## config.mk

```make
export PLATFORM = sky130hd
export DESIGN_NAME = pwb_bridge
export DESIGN_NICKNAME = d
export VERILOG_FILES = /design/src/verilog/pwb_pkg.sv /design/src/verilog/pwb_guard_if.sv /design/src/verilog/pwb_bridge.sv /design/src/verilog/pwb_guard.sv
export VERILOG_INCLUDE_DIRS = /design/src /design/src/verilog
export SDC_FILE = /design/constraint.sdc
export NUM_CORES = 1
export LEC_CHECK = 0
export BUFFER_PORTS_ARGS = -buffer_cell sky130_fd_sc_hd__buf_4
export CAP_MARGIN = 10
export CORE_UTILIZATION = 32
export CTS_BUF_LIST = sky130_fd_sc_hd__clkbuf_16
export CTS_CLUSTER_DIAMETER = 100
export DETAILED_ROUTE_END_ITERATION = 7
export MAX_ROUTING_LAYER = met4
export PLACE_DENSITY = 0.6
export RECOVER_POWER = 100
export SLEW_MARGIN = 20
export SYNTH_ARGS = -nofsm -noshare
export SYNTH_HDL_FRONTEND = slang
export SYNTH_SLANG_ARGS = --single-unit
```

## constraint.sdc

```tcl
create_clock -name clk_in -period 3.2 [get_ports clk_in]
set_clock_uncertainty 0.2 [all_clocks]
set_input_delay 0.16 -clock clk_in [delete_from_list [all_inputs] [get_ports clk_in]]
set_output_delay 0.16 -clock clk_in [all_outputs]
set_load 0.02 [all_outputs]
```

## src/verilog/pwb_defines.svh

```systemverilog
`ifndef PWB_DEFINES_SVH
`define PWB_DEFINES_SVH

// slot decode: each peripheral owns one 1 KB window of the bridge space
`define PWB_SLOT_HI      14
`define PWB_SLOT_LO      10
`define PWB_OFS_HI       9
// slot that holds the guard's own two locations
`define PWB_GUARD_SLOT   5'h00
// offsets inside the guard slot
`define PWB_OFS_CLEAR    10'h000
`define PWB_OFS_SET      10'h004
// protect vector after reset and the bits that exist
`define PWB_PROT_RESET   32'h0000_0000
`define PWB_PROT_IMPL    32'hFFFF_FFFE
// one-hot state codes
`define PWB_ST_IDLE      5'h01
`define PWB_ST_GUARD     5'h02
`define PWB_ST_SETUP     5'h04
`define PWB_ST_ACCESS    5'h08
`define PWB_ST_ERR       5'h10

`endif

```

## src/verilog/pwb_pkg.sv

```systemverilog
`include "pwb_defines.svh"

package pwb_pkg;
  // bridge sequencer states, one-hot
  typedef enum logic [4:0] {
    PWB_IDLE   = `PWB_ST_IDLE,
    PWB_GUARD  = `PWB_ST_GUARD,
    PWB_SETUP  = `PWB_ST_SETUP,
    PWB_ACCESS = `PWB_ST_ACCESS,
    PWB_ERR    = `PWB_ST_ERR
  } pwb_state_t;
  // one protect bit per peripheral slot
  typedef logic [31:0] pwb_vec_t;
endpackage

```

## src/verilog/pwb_guard_if.sv

```systemverilog
`timescale 1ns/10ps
`default_nettype none

interface pwb_guard_if;
  import pwb_pkg::*;
  logic     wr_en;   // write strobe to one of the two locations
  logic     set_sel; // 1 = set location, 0 = clear location
  pwb_vec_t wmask;   // ones written, after byte lanes
  pwb_vec_t vec;     // current protect vector
  logic     err;     // double protect or double unprotect

  modport bridge (output wr_en, output set_sel, output wmask, input vec, input err);
  modport guard  (input wr_en, input set_sel, input wmask, output vec, output err);
endinterface

`default_nettype wire

```

## src/verilog/pwb_bridge.sv

```systemverilog
// Behaviour
// - separate clear-only and set-only write locations
// - one to clear location unprotects peripheral
// - one to set location protects peripheral
// - both locations read the same vector
// - write to protected peripheral dropped, error
// - setting already protected bit is error
// - clearing already unprotected bit is error
// - high-speed slave reaching peripheral registers
// - peripheral bus with waits, errors, protection
// - address and data in one cycle
// - byte, half, word strobes, reads too
// - writing zero leaves protection unchanged
// - 8, 16, 32-bit guard accesses allowed
`timescale 1ns/10ps
`default_nettype none
`include "pwb_defines.svh"

module pwb_bridge
  import pwb_pkg::*;
(
  input  wire logic        clk_in,
  input  wire logic        rst_in,
  // high-speed bus slave side
  input  wire logic        hsel_in,
  input  wire logic [31:0] haddr_in,
  input  wire logic [1:0]  htrans_in,
  input  wire logic        hwrite_in,
  input  wire logic [2:0]  hsize_in,
  input  wire logic [3:0]  hprot_in,
  input  wire logic [31:0] hwdata_in,
  input  wire logic        hready_in,
  output logic      [31:0] hrdata_out,
  output logic             hreadyout_out,
  output logic             hresp_out,
  // peripheral bus master side
  output logic      [31:0] paddr_out,
  output logic             psel_out,
  output logic             penable_out,
  output logic             pwrite_out,
  output logic      [31:0] pwdata_out,
  output logic      [3:0]  pstrb_out,
  output logic      [2:0]  pprot_out,
  input  wire logic [31:0] prdata_in,
  input  wire logic        pready_in,
  input  wire logic        pslverr_in,
  // current protect vector
  output logic      [31:0] protect_vec_out
);

  // byte lanes touched by a transfer of given size and address
  // a word access always uses all four lanes
  function automatic logic [3:0] lanes(input logic [2:0] size,
                                       input logic [1:0] a);
    logic [3:0] l;
    l = 4'h0;
    unique case (size)
      3'h0:    l = 4'h1 << a;
      3'h1:    l = a[1] ? 4'hC : 4'h3;
      default: l = 4'hF;
    endcase
    return l;
  endfunction

  // byte lanes widened to a bit mask
  function automatic logic [31:0] lane_mask(input logic [3:0] l);
    return {{8{l[3]}}, {8{l[2]}}, {8{l[1]}}, {8{l[0]}}};
  endfunction

  pwb_guard_if gif (); // link to the protect register unit

  pwb_state_t  state_q;   // sequencer state
  pwb_state_t  state_d;   // next sequencer state
  pwb_state_t  accept_st; // state a new transfer would enter
  logic [31:0] addr_q;    // captured address
  logic        write_q;   // captured direction
  logic [2:0]  size_q;    // captured size
  logic [2:0]  prot_q;    // captured protection attributes

  // address phase decode
  wire         accept    = hsel_in & htrans_in[1] & hready_in;
  wire         acc_guard = haddr_in[`PWB_SLOT_HI:`PWB_SLOT_LO] == `PWB_GUARD_SLOT;
  // data or opcode and privilege map onto the peripheral attributes;
  // the secure attribute has no source here and stays low
  wire  [2:0]  acc_prot  = {~hprot_in[0], 1'b0, hprot_in[1]};

  // data phase decode
  wire  [4:0]  slot      = addr_q[`PWB_SLOT_HI:`PWB_SLOT_LO];
  wire  [9:0]  ofs       = addr_q[`PWB_OFS_HI:0];
  // byte and half-word accesses reach the word that holds them
  wire  [9:0]  ofs_word  = {ofs[9:2], 2'b00};
  wire         is_clr    = ofs_word == `PWB_OFS_CLEAR;
  wire         is_set    = ofs_word == `PWB_OFS_SET;
  wire         guard_hit = is_clr | is_set;
  wire  [3:0]  strb      = lanes(size_q, addr_q[1:0]);
  wire         blocked   = write_q & gif.vec[slot];

  // state names for decode
  wire st_idle   = state_q == PWB_IDLE;
  wire st_guard  = state_q == PWB_GUARD;
  wire st_setup  = state_q == PWB_SETUP;
  wire st_access = state_q == PWB_ACCESS;
  wire st_err    = state_q == PWB_ERR;

  // guard write: only ones in lanes written and bits that exist
  // bit zero is the guard's own slot and never protects
  assign gif.wr_en   = st_guard & write_q & guard_hit;
  assign gif.set_sel = is_set;
  assign gif.wmask   = hwdata_in & lane_mask(strb) & `PWB_PROT_IMPL;

  // refused guard writes and peripheral answers
  wire guard_err = gif.wr_en & gif.err;
  wire p_done    = st_access & pready_in;
  wire p_err     = p_done & pslverr_in;

  // protect register unit
  pwb_guard u_guard (
    .clk_in (clk_in),
    .rst_in (rst_in),
    .gif    (gif)
  );

  // entry state for a transfer accepted in a completing cycle
  assign accept_st = !accept  ? PWB_IDLE
                   : acc_guard ? PWB_GUARD
                   : PWB_SETUP;

  // next state
  always_comb begin
    state_d = state_q;
    unique case (state_q)
      PWB_IDLE: begin
        // a new transfer picks its path by slot
        state_d = accept_st;
      end
      PWB_GUARD: begin
        // double protect or unprotect ends in error
        state_d = guard_err ? PWB_ERR : accept_st;
      end
      PWB_SETUP: begin
        // write to protected target: no peripheral cycle at all
        state_d = blocked ? PWB_ERR : PWB_ACCESS;
      end
      PWB_ACCESS: begin
        // wait states hold here
        if (p_err) begin
          state_d = PWB_ERR;
        end else if (p_done) begin
          state_d = accept_st;
        end
      end
      PWB_ERR: begin
        // second error cycle completes the transfer
        state_d = accept_st;
      end
      default: begin
        // illegal code falls back to idle
        state_d = PWB_IDLE;
      end
    endcase
  end

  // state register
  // sequencer falls back to idle on reset
  always_ff @(posedge clk_in or posedge rst_in) begin
    if (rst_in) begin
      state_q <= PWB_IDLE;
    end else begin
      state_q <= state_d;
    end
  end

  // address phase capture, only when a transfer is taken
  // same cycles in which the bus sees ready high
  wire take = accept & (st_idle | (st_guard & ~guard_err)
                        | (p_done & ~pslverr_in) | st_err);

  // captured address phase fields
  // held through wait states for the peripheral
  always_ff @(posedge clk_in or posedge rst_in) begin
    if (rst_in) begin
      addr_q  <= 32'h0000_0000;
      write_q <= 1'b0;
      size_q  <= 3'h0;
      prot_q  <= 3'h0;
    end else if (take) begin
      addr_q  <= haddr_in;
      write_q <= hwrite_in;
      size_q  <= hsize_in;
      prot_q  <= acc_prot;
    end
  end

  // bus answer: error is two cycles, low ready then high ready
  // a blocked write answers in its setup cycle, no peripheral cycle
  assign hreadyout_out = st_idle | (st_guard & ~guard_err)
                       | (p_done & ~pslverr_in) | st_err;
  assign hresp_out     = guard_err | (st_setup & blocked)
                       | p_err | st_err;

  // read data: guard vector or peripheral data
  // other guard offsets read as zero
  assign hrdata_out = (st_guard & ~write_q & guard_hit) ? gif.vec
                    : st_access ? prdata_in
                    : 32'h0000_0000;

  // setup runs in the high-speed data phase, data held by the master
  assign psel_out    = (st_setup & ~blocked) | st_access;
  assign penable_out = st_access;
  assign paddr_out   = addr_q;
  assign pwrite_out  = write_q;
  assign pwdata_out  = hwdata_in;
  assign pstrb_out   = strb;
  assign pprot_out   = prot_q;

  // protect state for the rest of the chip
  assign protect_vec_out = gif.vec;

endmodule

`default_nettype wire

```

## src/verilog/pwb_guard.sv

```systemverilog
`timescale 1ns/10ps
`default_nettype none
`include "pwb_defines.svh"

module pwb_guard
  import pwb_pkg::*;
(
  input wire logic clk_in,
  input wire logic rst_in,
  pwb_guard_if.guard gif
);

  pwb_vec_t prot_q; // protect bits
  pwb_vec_t prot_d; // next protect bits

  // a one to an already set bit (set) or clear bit (clear) is refused
  assign gif.err = gif.set_sel ? |(gif.wmask & prot_q)
                               : |(gif.wmask & ~prot_q);

  // zeros leave bits alone; refused writes change nothing
  assign prot_d = (gif.wr_en & ~gif.err)
                ? (gif.set_sel ? (prot_q | gif.wmask)
                               : (prot_q & ~gif.wmask))
                : prot_q;

  // one vector seen through both locations
  assign gif.vec = prot_q;

  // protect state register
  always_ff @(posedge clk_in or posedge rst_in) begin
    if (rst_in) begin
      prot_q <= `PWB_PROT_RESET;
    end else begin
      prot_q <= prot_d;
    end
  end

endmodule

`default_nettype wire

```

==> flow_metrics.tcl <==
set metrics [dict create \
    die-width_um 121 \
    internal-power_mw 2.42 \
    detailedPlacementHpwl_um 10800 \
    yosys_warnings 0 \
    critical_path.top_delay_family "multiplexers" \
    tritoncts.num_buffers 9 \
    final.setup.tns_ps 0 \
    synth_area_leaders "sky130_fd_sc_hd__dfrtp_1, sky130_fd_sc_hd__mux2_2, sky130_fd_sc_hd__a22o_1" \
    power.combinational.fraction_pct 40.6 \
    synth_largest_type_area_fraction_pct 40.1 \
    grt-ovfl-total 0 \
    chip_height_um 121 \
    worst_ep_required_time_ps 2840 \
    max_cap_violations 0 \
    finish.utilization_pct 50.6 \
    insertedDiodeCount 0 \
    worstHoldPathType "input port to flop" \
    gp_routability_congestion 0.834 \
    routed_wl_um 15500 \
    dr.first_iter.drc_count 286 \
    cts-root-to-sink-buffers 2 \
    crit_path_cell_trace "buf_12 -> mux4_2 -> mux4_2 -> nand2b_4 -> o211ai_1 -> nor2_1 -> or4_4 -> buf_6" \
    syn_area_per_cell_um2 10.9 \
    cp_startpoint_kind "flop" \
    pin_count_of_the_biggest_net_entering_global_routing 60 \
    mostFrequentLayoutCells "sky130_fd_sc_hd__buf_4, sky130_fd_sc_hd__clkbuf_1, sky130_fd_sc_hd__dfrtp_1, sky130_fd_sc_hd__dlygate4sd3_1, sky130_fd_sc_hd__mux2_2" \
    place.port_buffers 244 \
    hold_viol_final 0 \
    finalMaxSlewViolations 0 \
    layout.cells.most_common "sky130_fd_sc_hd__buf_4" \
    cts.root.buffer_cell "sky130_fd_sc_hd__clkbuf_16" \
    nets 814 \
    area_growth_pct 54.2 \
    crit_type "flop to output pin" \
    actual_transition_at_the_worst_max_transition_pin_ps 1280 \
    run_status "finished, final reports clean" \
    clock_pin_transition_on_the_worst_setup_and_hold_timing_paths_ps 60 \
    place_worst_setup_slack_ps 228 \
    first_global_vias 4623 \
    p_seq_share_pct 35.9 \
    cells_after_synthesis 418 \
    cell_leakage_power_nw 3.25 \
    yosysSeqAreaShare_pct 40.7 \
    ir_drop_mv 0.332 \
    timing.critical_path.arrival_ps 2810 \
    routed_wire_length_per_instance_um 17.5 \
    io_pins 252 \
    timing.final.crit_share_pct 99.2 \
    power-per-cell-area_nw_per_um2 563 \
    track_usage_pct 21.6 \
    filler_cell_count 1331 \
    clock_tree_from_tritoncts "built" \
    cpMaxStageDelayCell "sky130_fd_sc_hd__mux4_2" \
    dieArea_um2 14700 \
    post_synth_instance_area_um2 4550 \
    layout_setup_ws_ps 25.5 \
    placeableCoreArea_um2 13900 \
    detailroute.via_count 4576 \
    final_antenna_net_count 0 \
    clk_sink_count 74 \
    post-synth-top-area-cell "sky130_fd_sc_hd__dfrtp_1" \
    cts_htree_levels 3 \
    synthDistinctLibCells 49 \
    initial_core_util_pct 32.8 \
    final_layout_size_suffix_gt1_share_pct 39.0 \
    crit_path_end_kind "output pin" \
    finalWorstPathRequiredPeriod_ps 3170 \
    insertion_delay_ps 340 \
    timing.critical_path.fanout_max 7 \
    grt_setup_unrepaired "yes" \
    drc_viols 0 \
    relSlewSlack_pct 14.8 \
    switching_share_pct 38.8 \
    floorplan.rows 43 \
    finalSetupViolCount 0 \
    cp_slowest_stage_delay_ps 490 \
    clkPwrFrac_pct 23.5 \
    global_route_wire_length_before_repair_um 23900 \
    number_of_antenna_violations_at_the_first_check_in_global_routing 0 \
    firstDrtPassIters 4 \
    synth-seq-cells 74 \
    route.detailed.vias_per_inst 5.16 \
    post-layout-total-power_mw 3.95 \
    peak_freq_ghz 0.315 \
    net-switching-power_mw 1.53 \
    critical_path.n_buffers_inverters 2 \
    path_common_cell "sky130_fd_sc_hd__mux4_2" \
]
## cells in the mapped netlist, drive strengths merged
| master | count |
|---|---|
| dfstp | 1 |
| a222oi | 1 |
| a22o | 31 |
| xor2 | 1 |
| mux4 | 9 |
| or3 | 2 |
| o21ai | 11 |
| clkinv | 1 |
| nand3 | 28 |
| nand4 | 11 |
| o211ai | 1 |
| mux2 | 69 |
| nand2 | 6 |
| o221ai | 1 |
| o31ai | 1 |
| nor3 | 2 |
| nand2b | 3 |
| or4 | 3 |
| mux2i | 1 |
| a21oi | 3 |
| conb | 1 |
| nor4b | 3 |
| a211o | 1 |
| xnor2 | 1 |
| and3 | 1 |
| nor2 | 11 |
| nor4 | 1 |
| or2 | 1 |
| o22ai | 16 |
| nor2b | 1 |
| dfrtp | 73 |
| a211oi | 1 |
| a221oi | 1 |
| buf | 48 |
| a221o | 1 |
| and2 | 4 |
| inv | 34 |
| nand3b | 2 |
| a31oi | 1 |
| a22oi | 16 |
| o41ai | 2 |
| clkbuf | 12 |
## what timing repair did
item | in CTS | in global routing
endpoints found under the setup margin | 2 | 4
pin swaps | 2 | 0
endpoints found under the hold margin | 124 | 0
hold buffers | 69 | 0
setup buffers | 6 | 0
gates resized for setup | 7 | 6
## cell families after synthesis
family	Yosys count	share of synthesized area [%]
XOR/XNOR	2	0.385
AND/OR/NAND/NOR	79	9.68
buffers and inverters	95	12.2
AO/OA/AOI/OAI	88	15.0
other	1	0.0824
multiplexers	79	21.9
flip-flops	74	40.7
## layout make-up
class	instances	area, µm²	area share, %
tap	180	225	3.21
timing repair buffer	332	2340	33.4
inverter	35	131	1.87
multi-input combinational	250	2190	31.2
sequential	74	1850	26.4
clock buffer	9	225	3.21
clock inverter	7	46.3	0.660
## per-layer routing
metal	routed length, µm	up-vias	share of wire, %	track usage [%]
met1	6190	2257	40	25.3
met4	193	0	1.2	6.25
met5	0	-	0	-
li1	-	2090	-	-
met2	8240	209	53	38.3
met3	873	20	5.6	3.38
## final timing paths
| kind | from | end | slack (ps) | depth (start not counted) |
|---|---|---|---|---|
| setup / recovery | paddr_out[10]$_DFFE_PP0P_ | hresp_out | 30 | 8 |
| hold / removal | hwdata_in[17] | flop | 6 | 3 |
| setup reg to reg | paddr_out[6]$_DFFE_PP0P_ | state_q[1]$_DFFE_PP0P_ | 180 | 9 |
| hold reg to reg | paddr_out[25]$_DFFE_PP0P_ | paddr_out[25]$_DFFE_PP0P_ | 310 | 1 |
| max in group asynchronous | rst_in | asynchronous set/reset pin | 810 | 4 |
| min in group asynchronous | rst_in | paddr_out[20]$_DFFE_PP0P_ | 540 | 3 |
## tightest hold or removal path: cells and delay by family
family        cells  cell delay (ps)
buf+inv           1              130
mux               1              150
simple gates      1               70
## per-stage QoR
step / cells / hold WS, ps / instance area [µm²]
after floorplan: 419 / 32.1 / 4550
after global placement: 797 / 120 / 6320
after detailed placement: 797 / 120 / 6320
after CTS: 888 / 1.48 / 7360
after global routing: 887 / 3.76 / 7020
final: 887 / 6.14 / 7020
## power groups by stage
stage          Clock, mW  Sequential, mW  Combinational (mW)
2_1_floorplan          0            1.64               0.689
3_3_place_gp           0            1.41                1.66
3_5_place_dp           0            1.43                1.68
4_1_cts            0.952            1.42                1.80
5_1_grt            0.997            1.46                1.71
6_report           0.930            1.42                1.60
Note: power is estimated with default switching activity, not from simulation.
